$ cat src/rtl/gps_pkg.sv
`default_nettype none
package gps_pkg;
  localparam int          GPS_PINS       = 32;
  localparam int          GPS_SUB_W      = 8;
  localparam int          GPS_STRIDE_W   = 7;
  localparam logic [6:0]  GPS_OFS_DIR    = 7'h00;
  localparam logic [6:0]  GPS_OFS_LEVEL  = 7'h10;
  localparam logic [6:0]  GPS_OFS_CLR    = 7'h14;
  localparam logic [6:0]  GPS_OFS_SET    = 7'h18;
  localparam logic [6:0]  GPS_OFS_INV    = 7'h1C;
  localparam logic [6:0]  GPS_OFS_IN     = 7'h20;
  localparam logic [6:0]  GPS_OFS_CTRL   = 7'h24;
  localparam logic [6:0]  GPS_OFS_PULL   = 7'h40;
  localparam logic [31:0] GPS_RST_LEVEL  = 32'h00000000;
  localparam logic [31:0] GPS_RST_IN     = 32'h40000000;
  localparam logic [31:0] GPS_RST_CTRL   = 32'h00000000;
  localparam logic [31:0] GPS_RST_DIR    = 32'h00000000;
  localparam logic [31:0] GPS_RST_PULL   = 32'h00000000;

  typedef enum logic [1:0] {
    GPS_ST_IDLE = 2'b00,
    GPS_ST_CAPT = 2'b01,
    GPS_ST_DONE = 2'b11
  } gps_state_t;

  typedef struct packed {
    logic        wr_level;
    logic        wr_clr;
    logic        wr_set;
    logic        wr_inv;
    logic [31:0] mask;
    logic [31:0] data;
  } gps_lvl_cmd_t;
endpackage
`default_nettype wire

$ cat src/rtl/gps_sampler.sv
`timescale 1ns/1ns
`default_nettype none
module gps_sampler #(
  parameter int          W     = 8,
  parameter logic [7:0]  RESET = 8'h00
) (
  input  wire logic         clock,
  input  wire logic         resetn,
  input  wire logic         continuous,
  input  wire logic         demand,
  input  wire logic [W-1:0] pin_in,
  output var  logic [W-1:0] value
);
  // Whole sub-group shares one enable, so one request wakes all eight
  always_ff @(posedge clock) begin
    if (!resetn) begin
      value <= RESET[W-1:0];
    end else if (continuous || demand) begin
      value <= pin_in; // see R9
    end
  end
endmodule // gps_sampler
`default_nettype wire

$ cat src/rtl/gps_level.sv
`timescale 1ns/1ns
`default_nettype none
module gps_level
  import gps_pkg::*;
(
  input  wire logic                  clock,
  input  wire logic                  resetn,
  input  wire gps_pkg::gps_lvl_cmd_t cmd,
  output var  logic [31:0]           level
);
  logic [31:0] hit;
  logic [31:0] level_next;

  assign hit = cmd.data & cmd.mask;
  assign level_next = cmd.wr_level ? ((level & ~cmd.mask) | hit) :
                      cmd.wr_clr   ? (level & ~hit) :
                      cmd.wr_set   ? (level | hit) :
                      cmd.wr_inv   ? (level ^ hit) :            // see R4
                      level;

  // One flop bank behind all four views keeps every readback equal
  always_ff @(posedge clock) begin
    if (!resetn) begin
      level <= GPS_RST_LEVEL;
    end else begin
      level <= level_next; // see R7
    end
  end
endmodule // gps_level
`default_nettype wire

$ cat src/rtl/gps_top.sv
// Chosen here: the Avalon-MM slave port.
`timescale 1ns/1ns
`default_nettype none
// Behaviour
// Writing one to a level-set bit sets that drive level bit.
// For a pulled input, setting its level bit selects the pull-up instead of driving.
// Zero bits written to level-set or level-invert change nothing.
// Writing one to a level-invert bit flips that drive level bit without read-modify-write.
// For a pulled input, inverting its level bit swaps pull-up and pull-down.
// One level-invert write may change any subset of pins at once.
// Level, set, clear and invert views share one storage and all read back the level.
// Groups hold up to 32 pins, each with its own register copy at a 0x80 stride.
// Each input value bit follows the low or high level its sampler sees.
// A sampler mode bit of 0 means on-demand sampling and 1 means continuous sampling.
// Any continuous request in an eight-pin sub-group makes the whole sub-group continuous.
// A level bit drives its output pin, or picks pull-up on 1 and pull-down on 0 for a pulled input.
// Writing one to a level-clear bit clears that drive level bit.
// Writes are ignored while the peripheral write guard is active; reads still work.
// All bits chosen by one invert write change in the same clock cycle.
module gps_top
  import gps_pkg::*;
#(
  parameter int GROUPS = 2,
  parameter int GBITS  = (GROUPS > 1) ? $clog2(GROUPS) : 1,
  parameter int ADDR_W = GPS_STRIDE_W + GBITS
) (
  input  wire logic                       clock,
  input  wire logic                       resetn,
  input  wire logic [ADDR_W-1:0]          avs_address,
  input  wire logic                       avs_read,
  input  wire logic                       avs_write,
  input  wire logic [31:0]                avs_writedata,
  input  wire logic [3:0]                 avs_byteenable,
  output var  logic [31:0]                avs_readdata,
  output var  logic                       avs_waitrequest,
  input  wire logic                       peripheral_write_guard,
  input  wire logic [GROUPS*GPS_PINS-1:0] pad_in,
  output var  logic [GROUPS*GPS_PINS-1:0] pad_out,
  output var  logic [GROUPS*GPS_PINS-1:0] pad_oe,
  output var  logic [GROUPS*GPS_PINS-1:0] pull_up,
  output var  logic [GROUPS*GPS_PINS-1:0] pull_down
);
  localparam int SUBS = GPS_PINS / GPS_SUB_W;

  gps_state_t          state_reg;
  gps_state_t          state_next;
  logic                waitrequest_reg;
  logic [31:0]         readdata_reg;
  logic [GBITS-1:0]    acc_group;
  logic [6:0]          acc_ofs;
  logic                group_ok;
  logic [31:0]         be_mask;
  logic                commit;
  logic                wr_ok;
  logic [31:0]         rd_word;
  logic [31:0]         dir_reg     [GROUPS];
  logic [31:0]         pull_reg    [GROUPS];
  logic [31:0]         ctrl_reg    [GROUPS];
  logic [31:0]         level_q     [GROUPS];
  logic [31:0]         in_q        [GROUPS];
  gps_lvl_cmd_t        lvl_cmd     [GROUPS];
  logic [GROUPS-1:0]   hit_group;
  logic [GROUPS-1:0]   demand_in;
  logic [31:0]         dir_next    [GROUPS];
  logic [31:0]         pull_next   [GROUPS];
  logic [31:0]         ctrl_next   [GROUPS];

  // Address split: low seven bits pick the register, the rest the group
  assign acc_ofs   = avs_address[GPS_STRIDE_W-1:0];
  assign acc_group = avs_address[ADDR_W-1:GPS_STRIDE_W];
  assign group_ok  = (32'(acc_group) < 32'(GROUPS));
  assign be_mask   = {{8{avs_byteenable[3]}}, {8{avs_byteenable[2]}},
                      {8{avs_byteenable[1]}}, {8{avs_byteenable[0]}}};
  // Writes land on the edge where waitrequest is seen low
  assign commit    = (state_reg == GPS_ST_DONE) && avs_write;
  assign wr_ok     = commit && !peripheral_write_guard && group_ok;

  // Bus handshake: request seen, one capture cycle, then the answer cycle
  always_comb begin
    case (state_reg)
      GPS_ST_IDLE: state_next = (avs_read || avs_write) ? GPS_ST_CAPT : GPS_ST_IDLE;
      GPS_ST_CAPT: state_next = GPS_ST_DONE;
      GPS_ST_DONE: state_next = GPS_ST_IDLE;
      default:     state_next = GPS_ST_IDLE;
    endcase
  end

  always_ff @(posedge clock) begin
    if (!resetn) begin
      state_reg       <= GPS_ST_IDLE;
      waitrequest_reg <= 1'b1;
      readdata_reg    <= 32'h00000000;
    end else begin
      state_reg       <= state_next;
      waitrequest_reg <= (state_reg != GPS_ST_CAPT);
      if (state_reg == GPS_ST_CAPT) begin
        readdata_reg <= avs_read ? rd_word : 32'h00000000;
      end
    end
  end

  assign avs_waitrequest = waitrequest_reg;
  assign avs_readdata    = readdata_reg;

  // Read mux; unmapped offsets and absent groups read as zero
  always_comb begin
    rd_word = 32'h00000000;
    for (int g = 0; g < GROUPS; g++) begin
      if (group_ok && (32'(acc_group) == 32'(g))) begin
        if (acc_ofs == GPS_OFS_DIR) begin
          rd_word = dir_reg[g];
        end else if (acc_ofs == GPS_OFS_LEVEL || acc_ofs == GPS_OFS_CLR ||
                     acc_ofs == GPS_OFS_SET   || acc_ofs == GPS_OFS_INV) begin
          rd_word = level_q[g];
        end else if (acc_ofs == GPS_OFS_IN) begin
          rd_word = in_q[g];
        end else if (acc_ofs == GPS_OFS_CTRL) begin
          rd_word = ctrl_reg[g];
        end else if (acc_ofs == GPS_OFS_PULL) begin
          rd_word = pull_reg[g];
        end
      end
    end
  end

  for (genvar g = 0; g < GROUPS; g++) begin : g_grp
    assign hit_group[g] = wr_ok && (32'(acc_group) == 32'(g));
    // On-demand read fires the samplers in the cycle the request is seen
    assign demand_in[g] = (state_reg == GPS_ST_IDLE) && avs_read && group_ok &&
                          (32'(acc_group) == 32'(g)) && (acc_ofs == GPS_OFS_IN);

    assign lvl_cmd[g].wr_level = hit_group[g] && (acc_ofs == GPS_OFS_LEVEL);
    assign lvl_cmd[g].wr_clr   = hit_group[g] && (acc_ofs == GPS_OFS_CLR);
    assign lvl_cmd[g].wr_set   = hit_group[g] && (acc_ofs == GPS_OFS_SET);
    assign lvl_cmd[g].wr_inv   = hit_group[g] && (acc_ofs == GPS_OFS_INV);  // see R4
    assign lvl_cmd[g].mask     = be_mask;
    assign lvl_cmd[g].data     = avs_writedata;

    assign dir_next[g]  = (hit_group[g] && acc_ofs == GPS_OFS_DIR) ?
                          ((dir_reg[g] & ~be_mask) | (avs_writedata & be_mask)) : dir_reg[g];
    assign pull_next[g] = (hit_group[g] && acc_ofs == GPS_OFS_PULL) ?
                          ((pull_reg[g] & ~be_mask) | (avs_writedata & be_mask)) : pull_reg[g];
    assign ctrl_next[g] = (hit_group[g] && acc_ofs == GPS_OFS_CTRL) ?
                          ((ctrl_reg[g] & ~be_mask) | (avs_writedata & be_mask)) : ctrl_reg[g];

    gps_level u_level (
      .clock  (clock),
      .resetn (resetn),
      .cmd    (lvl_cmd[g]),
      .level  (level_q[g])
    );

    always_ff @(posedge clock) begin
      if (!resetn) begin
        dir_reg[g]  <= GPS_RST_DIR;
        pull_reg[g] <= GPS_RST_PULL;
        ctrl_reg[g] <= GPS_RST_CTRL;
      end else begin
        dir_reg[g]  <= dir_next[g];
        pull_reg[g] <= pull_next[g];
        ctrl_reg[g] <= ctrl_next[g];
      end
    end

    // Pads and pulls are registered from the live level, one cycle behind it
    always_ff @(posedge clock) begin
      if (!resetn) begin
        pad_out[g*GPS_PINS +: GPS_PINS]   <= GPS_RST_LEVEL;
        pad_oe[g*GPS_PINS +: GPS_PINS]    <= GPS_RST_DIR;
        pull_up[g*GPS_PINS +: GPS_PINS]   <= 32'h00000000;
        pull_down[g*GPS_PINS +: GPS_PINS] <= 32'h00000000;
      end else begin
        pad_out[g*GPS_PINS +: GPS_PINS]   <= level_q[g] & dir_reg[g];
        pad_oe[g*GPS_PINS +: GPS_PINS]    <= dir_reg[g];
        pull_up[g*GPS_PINS +: GPS_PINS]   <= ~dir_reg[g] & pull_reg[g] & level_q[g];   // see R2
        pull_down[g*GPS_PINS +: GPS_PINS] <= ~dir_reg[g] & pull_reg[g] & ~level_q[g];  // see R5
      end
    end

    for (genvar s = 0; s < SUBS; s++) begin : g_sub
      gps_sampler #(
        .W     (GPS_SUB_W),
        .RESET (GPS_RST_IN[s*GPS_SUB_W +: GPS_SUB_W])
      ) u_sampler (
        .clock      (clock),
        .resetn     (resetn),
        .continuous (|ctrl_reg[g][s*GPS_SUB_W +: GPS_SUB_W]),
        .demand     (demand_in[g]),
        .pin_in     (pad_in[g*GPS_PINS + s*GPS_SUB_W +: GPS_SUB_W]),
        .value      (in_q[g][s*GPS_SUB_W +: GPS_SUB_W])
      );
    end

  end
endmodule // gps_top
`default_nettype wire

$ cat config.mk
export PLATFORM = sky130hd
export DESIGN_NAME = gps_top
export DESIGN_NICKNAME = d
export VERILOG_FILES = /design/src/rtl/gps_pkg.sv /design/src/rtl/gps_sampler.sv /design/src/rtl/gps_level.sv /design/src/rtl/gps_top.sv
export SDC_FILE = /design/constraint.sdc
export NUM_CORES = 1
export LEC_CHECK = 0
export BUFFER_PORTS_ARGS = -buffer_cell sky130_fd_sc_hd__buf_2
export CAP_MARGIN = 20
export CORE_ASPECT_RATIO = 2
export CORE_MARGIN = 8
export CORE_UTILIZATION = 23
export DETAILED_ROUTE_END_ITERATION = 6
export GPL_ROUTABILITY_DRIVEN = 1
export HOLD_SLACK_MARGIN = 0.15
export SYNTH_ARGS = -nofsm -noshare
export SYNTH_HDL_FRONTEND = slang
export SYNTH_SLANG_ARGS = --single-unit
$ cat constraint.sdc
create_clock -name clock -period 2.12 [get_ports clock]
set_clock_uncertainty 0.15 [all_clocks]
set_input_delay 0 -clock clock [delete_from_list [all_inputs] [get_ports clock]]
set_output_delay 0 -clock clock [all_outputs]
set_load 0.01 [all_outputs]
==> reports/results.ini <==
[synthesis]
async_reset_ff_share_pct=0
syn_nets=3163
yosysSeqAreaShare_pct=44.4
ys_seq_elements=611
netlist_area_um2=27500
synth_ff_type=dfxtp_1
synthDistinctLibCells=68
syn_inst=2922
syn_area_per_cell_um2=9.43
yosysWarningCount=0
synth-edff-count=0

[power]
p_comb_share_pct=7.1
p_leak_nw=17.1
peakVddDrop_uv=637
seqPwrFrac_pct=45.7
sw_frac_of_total_pct=24.6
power_switching_mw=6.19
p_int_mw=19.0
power.density_nw_per_um2=654
power.share.clock_pct=47.2
p_total_mw=25.2

[worst_setup_path]
path_delay_family=buffers and inverters
cp_data_required_time_ns=2.54
crit_path_frequent_cell=buf_6
worstPathArrival_ns=2.60
end_kind=register
path_cells=and4b_2, buf_6, buf_6, nand4_1, buf_6, clkbuf_16, o21ai_2, a21oi_2, o221a_2
crit_slowest_cell=dfxtp_2
cp_max_fo=6
slowest_delay_ns=0.35
criticalPathCategory=register to register
cp.buffers_inverters=4
crit_path_start_kind=register

[floorplanning]
die_h_um=505
dieArea_um2=132000
ios=402
die_w_um=261
rows=179
initial_core_util_pct=23.2
core_area_um2=119000

[global_routing]
antenna_found_initial=31
grt_start_max_net_pins=127
grt_pass1_vias=26100
grt-ovfl-total=0
grt_first_pass_wirelength_mm=183
track_usage_pct=18.7

[timing]
rsz0062_at_grt=yes
finalCritPeriodShare_pct=103
layout_setup_ws_ns=-0.0569
period_minus_slack_ns=2.18
maxSlewHeadroom_pct=57.8
fin_tns_setup_ns=-0.464
worstMarginPinSlew_ns=0.633
finalMaxSlewViolations=0
fmax_mhz=459
setup_violations=14
finalHoldViolCount=0

[clock_tree]
htree_levels=2
cts_tree=built
hold_buffers=227
clock_tree.root_cell=clkbuf_16
cts_made_buffers=61
insertion_delay_ns=0.70
cts.sinks=611
clkSlewWorstSetupHoldPaths_ns=0.07
cts_buffer_depth=3

[finish]
ff_latch_area_um2=12200
nets=3933
fillers=12200
area_delta_synth_final_pct=39.6
drive_above_1_share_pct=24.6
final_cell_mix=dfxtp_1 (609), buf_2 (399), nand2_1 (275)
multi_input_area_um2=14400
layout_commonest_cell=dfxtp_1

[route]
wirelength_mm=129
ant_nets=0
viasPerCell=4.91
drtIter0Drc=1821
via_count=26000
avgRoutedWirePerCell_um=24.4
drc=0
first_pass_iters=5

[place]
gp_congestion=0.964
io_buffers=401
dp_hpwl_mm=98.0

[outcome]
violations=negative setup slack
status=complete, but fails checks

[worst_hold_path]
hp-class=input pin to register

[job]
maxCapViolations=0

worst paths after layout:
| path | start | end | slack, ns | cells after the start |
|---|---|---|---|---|
| setup reg to reg | state_reg[0] | register | -0.06 | 9 |
| setup / recovery | state_reg[0] | register | -0.06 | 9 |
| hold reg to reg | avs_readdata[23] | avs_readdata[23] | 0.29 | 2 |
| hold / removal | avs_address[2] | register | 0.08 | 6 |
area by class of cell:
cell class	count	share of cell area (%)
Antenna cell	22	0.143
Clock buffer	81	4.53
Clock inverter	31	1.12
Inverter	99	0.966
Multi-Input combinational cell	1983	37.4
Sequential cell	611	31.8
Tap cell	1538	5.00
Timing Repair Buffer	936	19.1
synth_stat cells (all sizes together), types with 58 or more instances:
cell      n  area [um^2]
a21boi  101          758
a21oi   107          536
and2     78          488
and3     76          475
clkbuf  191          717
dfxtp   611        12200
ha      128         1600
inv      99          372
mux2i   233         2330
nand2   284         1070
nand3   138          701
nor2     68          255
nor2b   158          988
nor3     61          310
nor4bb   58          581
o21ai    81          405
layer usage:
| metal | wire length, um | track usage (%) | vias to the layer above |
|---|---|---|---|
| met5 | 109 | 0 | - |
| met4 | 10700 | 13.0 | 18 |
| met1 | 48900 | 21.1 | 12400 |
| li1 | - | - | 12000 |
| met2 | 59500 | 30.8 | 1117 |
| met3 | 9820 | 4.61 | 397 |
power groups by stage:
stage / Clock, mW / Combinational, mW / Sequential [mW]
2_1_floorplan: 0 / 0.699 / 11.8
3_3_place_gp: 0 / 1.35 / 11.8
3_5_place_dp: 0 / 1.37 / 11.8
4_1_cts: 12.2 / 1.74 / 11.5
5_1_grt: 12.6 / 1.90 / 11.5
6_report: 11.9 / 1.79 / 11.5
per-stage QoR:
stage               std cells  util [%]  hold WS, ns  area [um^2]  worst slack, ns
finish                   5301      32.3       0.0767        38500          -0.0569
global route             5289      32.3       0.0690        38400           -0.151
CTS                      5248      31.8       0.0153        37800         0.000339
detailed placement       4905      28.0       0.0799        33300           -0.265
global placement         4905      28.0       0.0676        33300           -0.233
floorplan                2922         -      -0.0249        27600           0.0139
cell families after synthesis:
family,after synthesis,synth area share (%)
AND/OR/NAND/NOR,1054,21.8
flip-flops,611,44.4
AO/OA/AOI/OAI,555,14.4
adder cells (fa/ha/maj),128,5.81
multiplexers,246,9.00
buffers and inverters,328,4.60
worst reg2reg max path: cells and delay by family, from the launching register on:
| family | cells | cell delay [ns] |
|---|---|---|
| AOI/OAI and AO/OA | 3 | 0.44 |
| buffers and inverters | 4 | 0.64 |
| DFF | 1 | 0.35 |
| and+or+nand+nor | 2 | 0.49 |
what timing repair did:
action / in CTS / in global routing
gates resized for setup: 11 / 115
buffers inserted: 4 / 27
endpoints found under the setup margin: 82 / 109
gates cloned: 0 / 5
hold endpoints to repair: 611 / 13
pin swaps: 3 / 14
(Power assumes the default switching activity.)
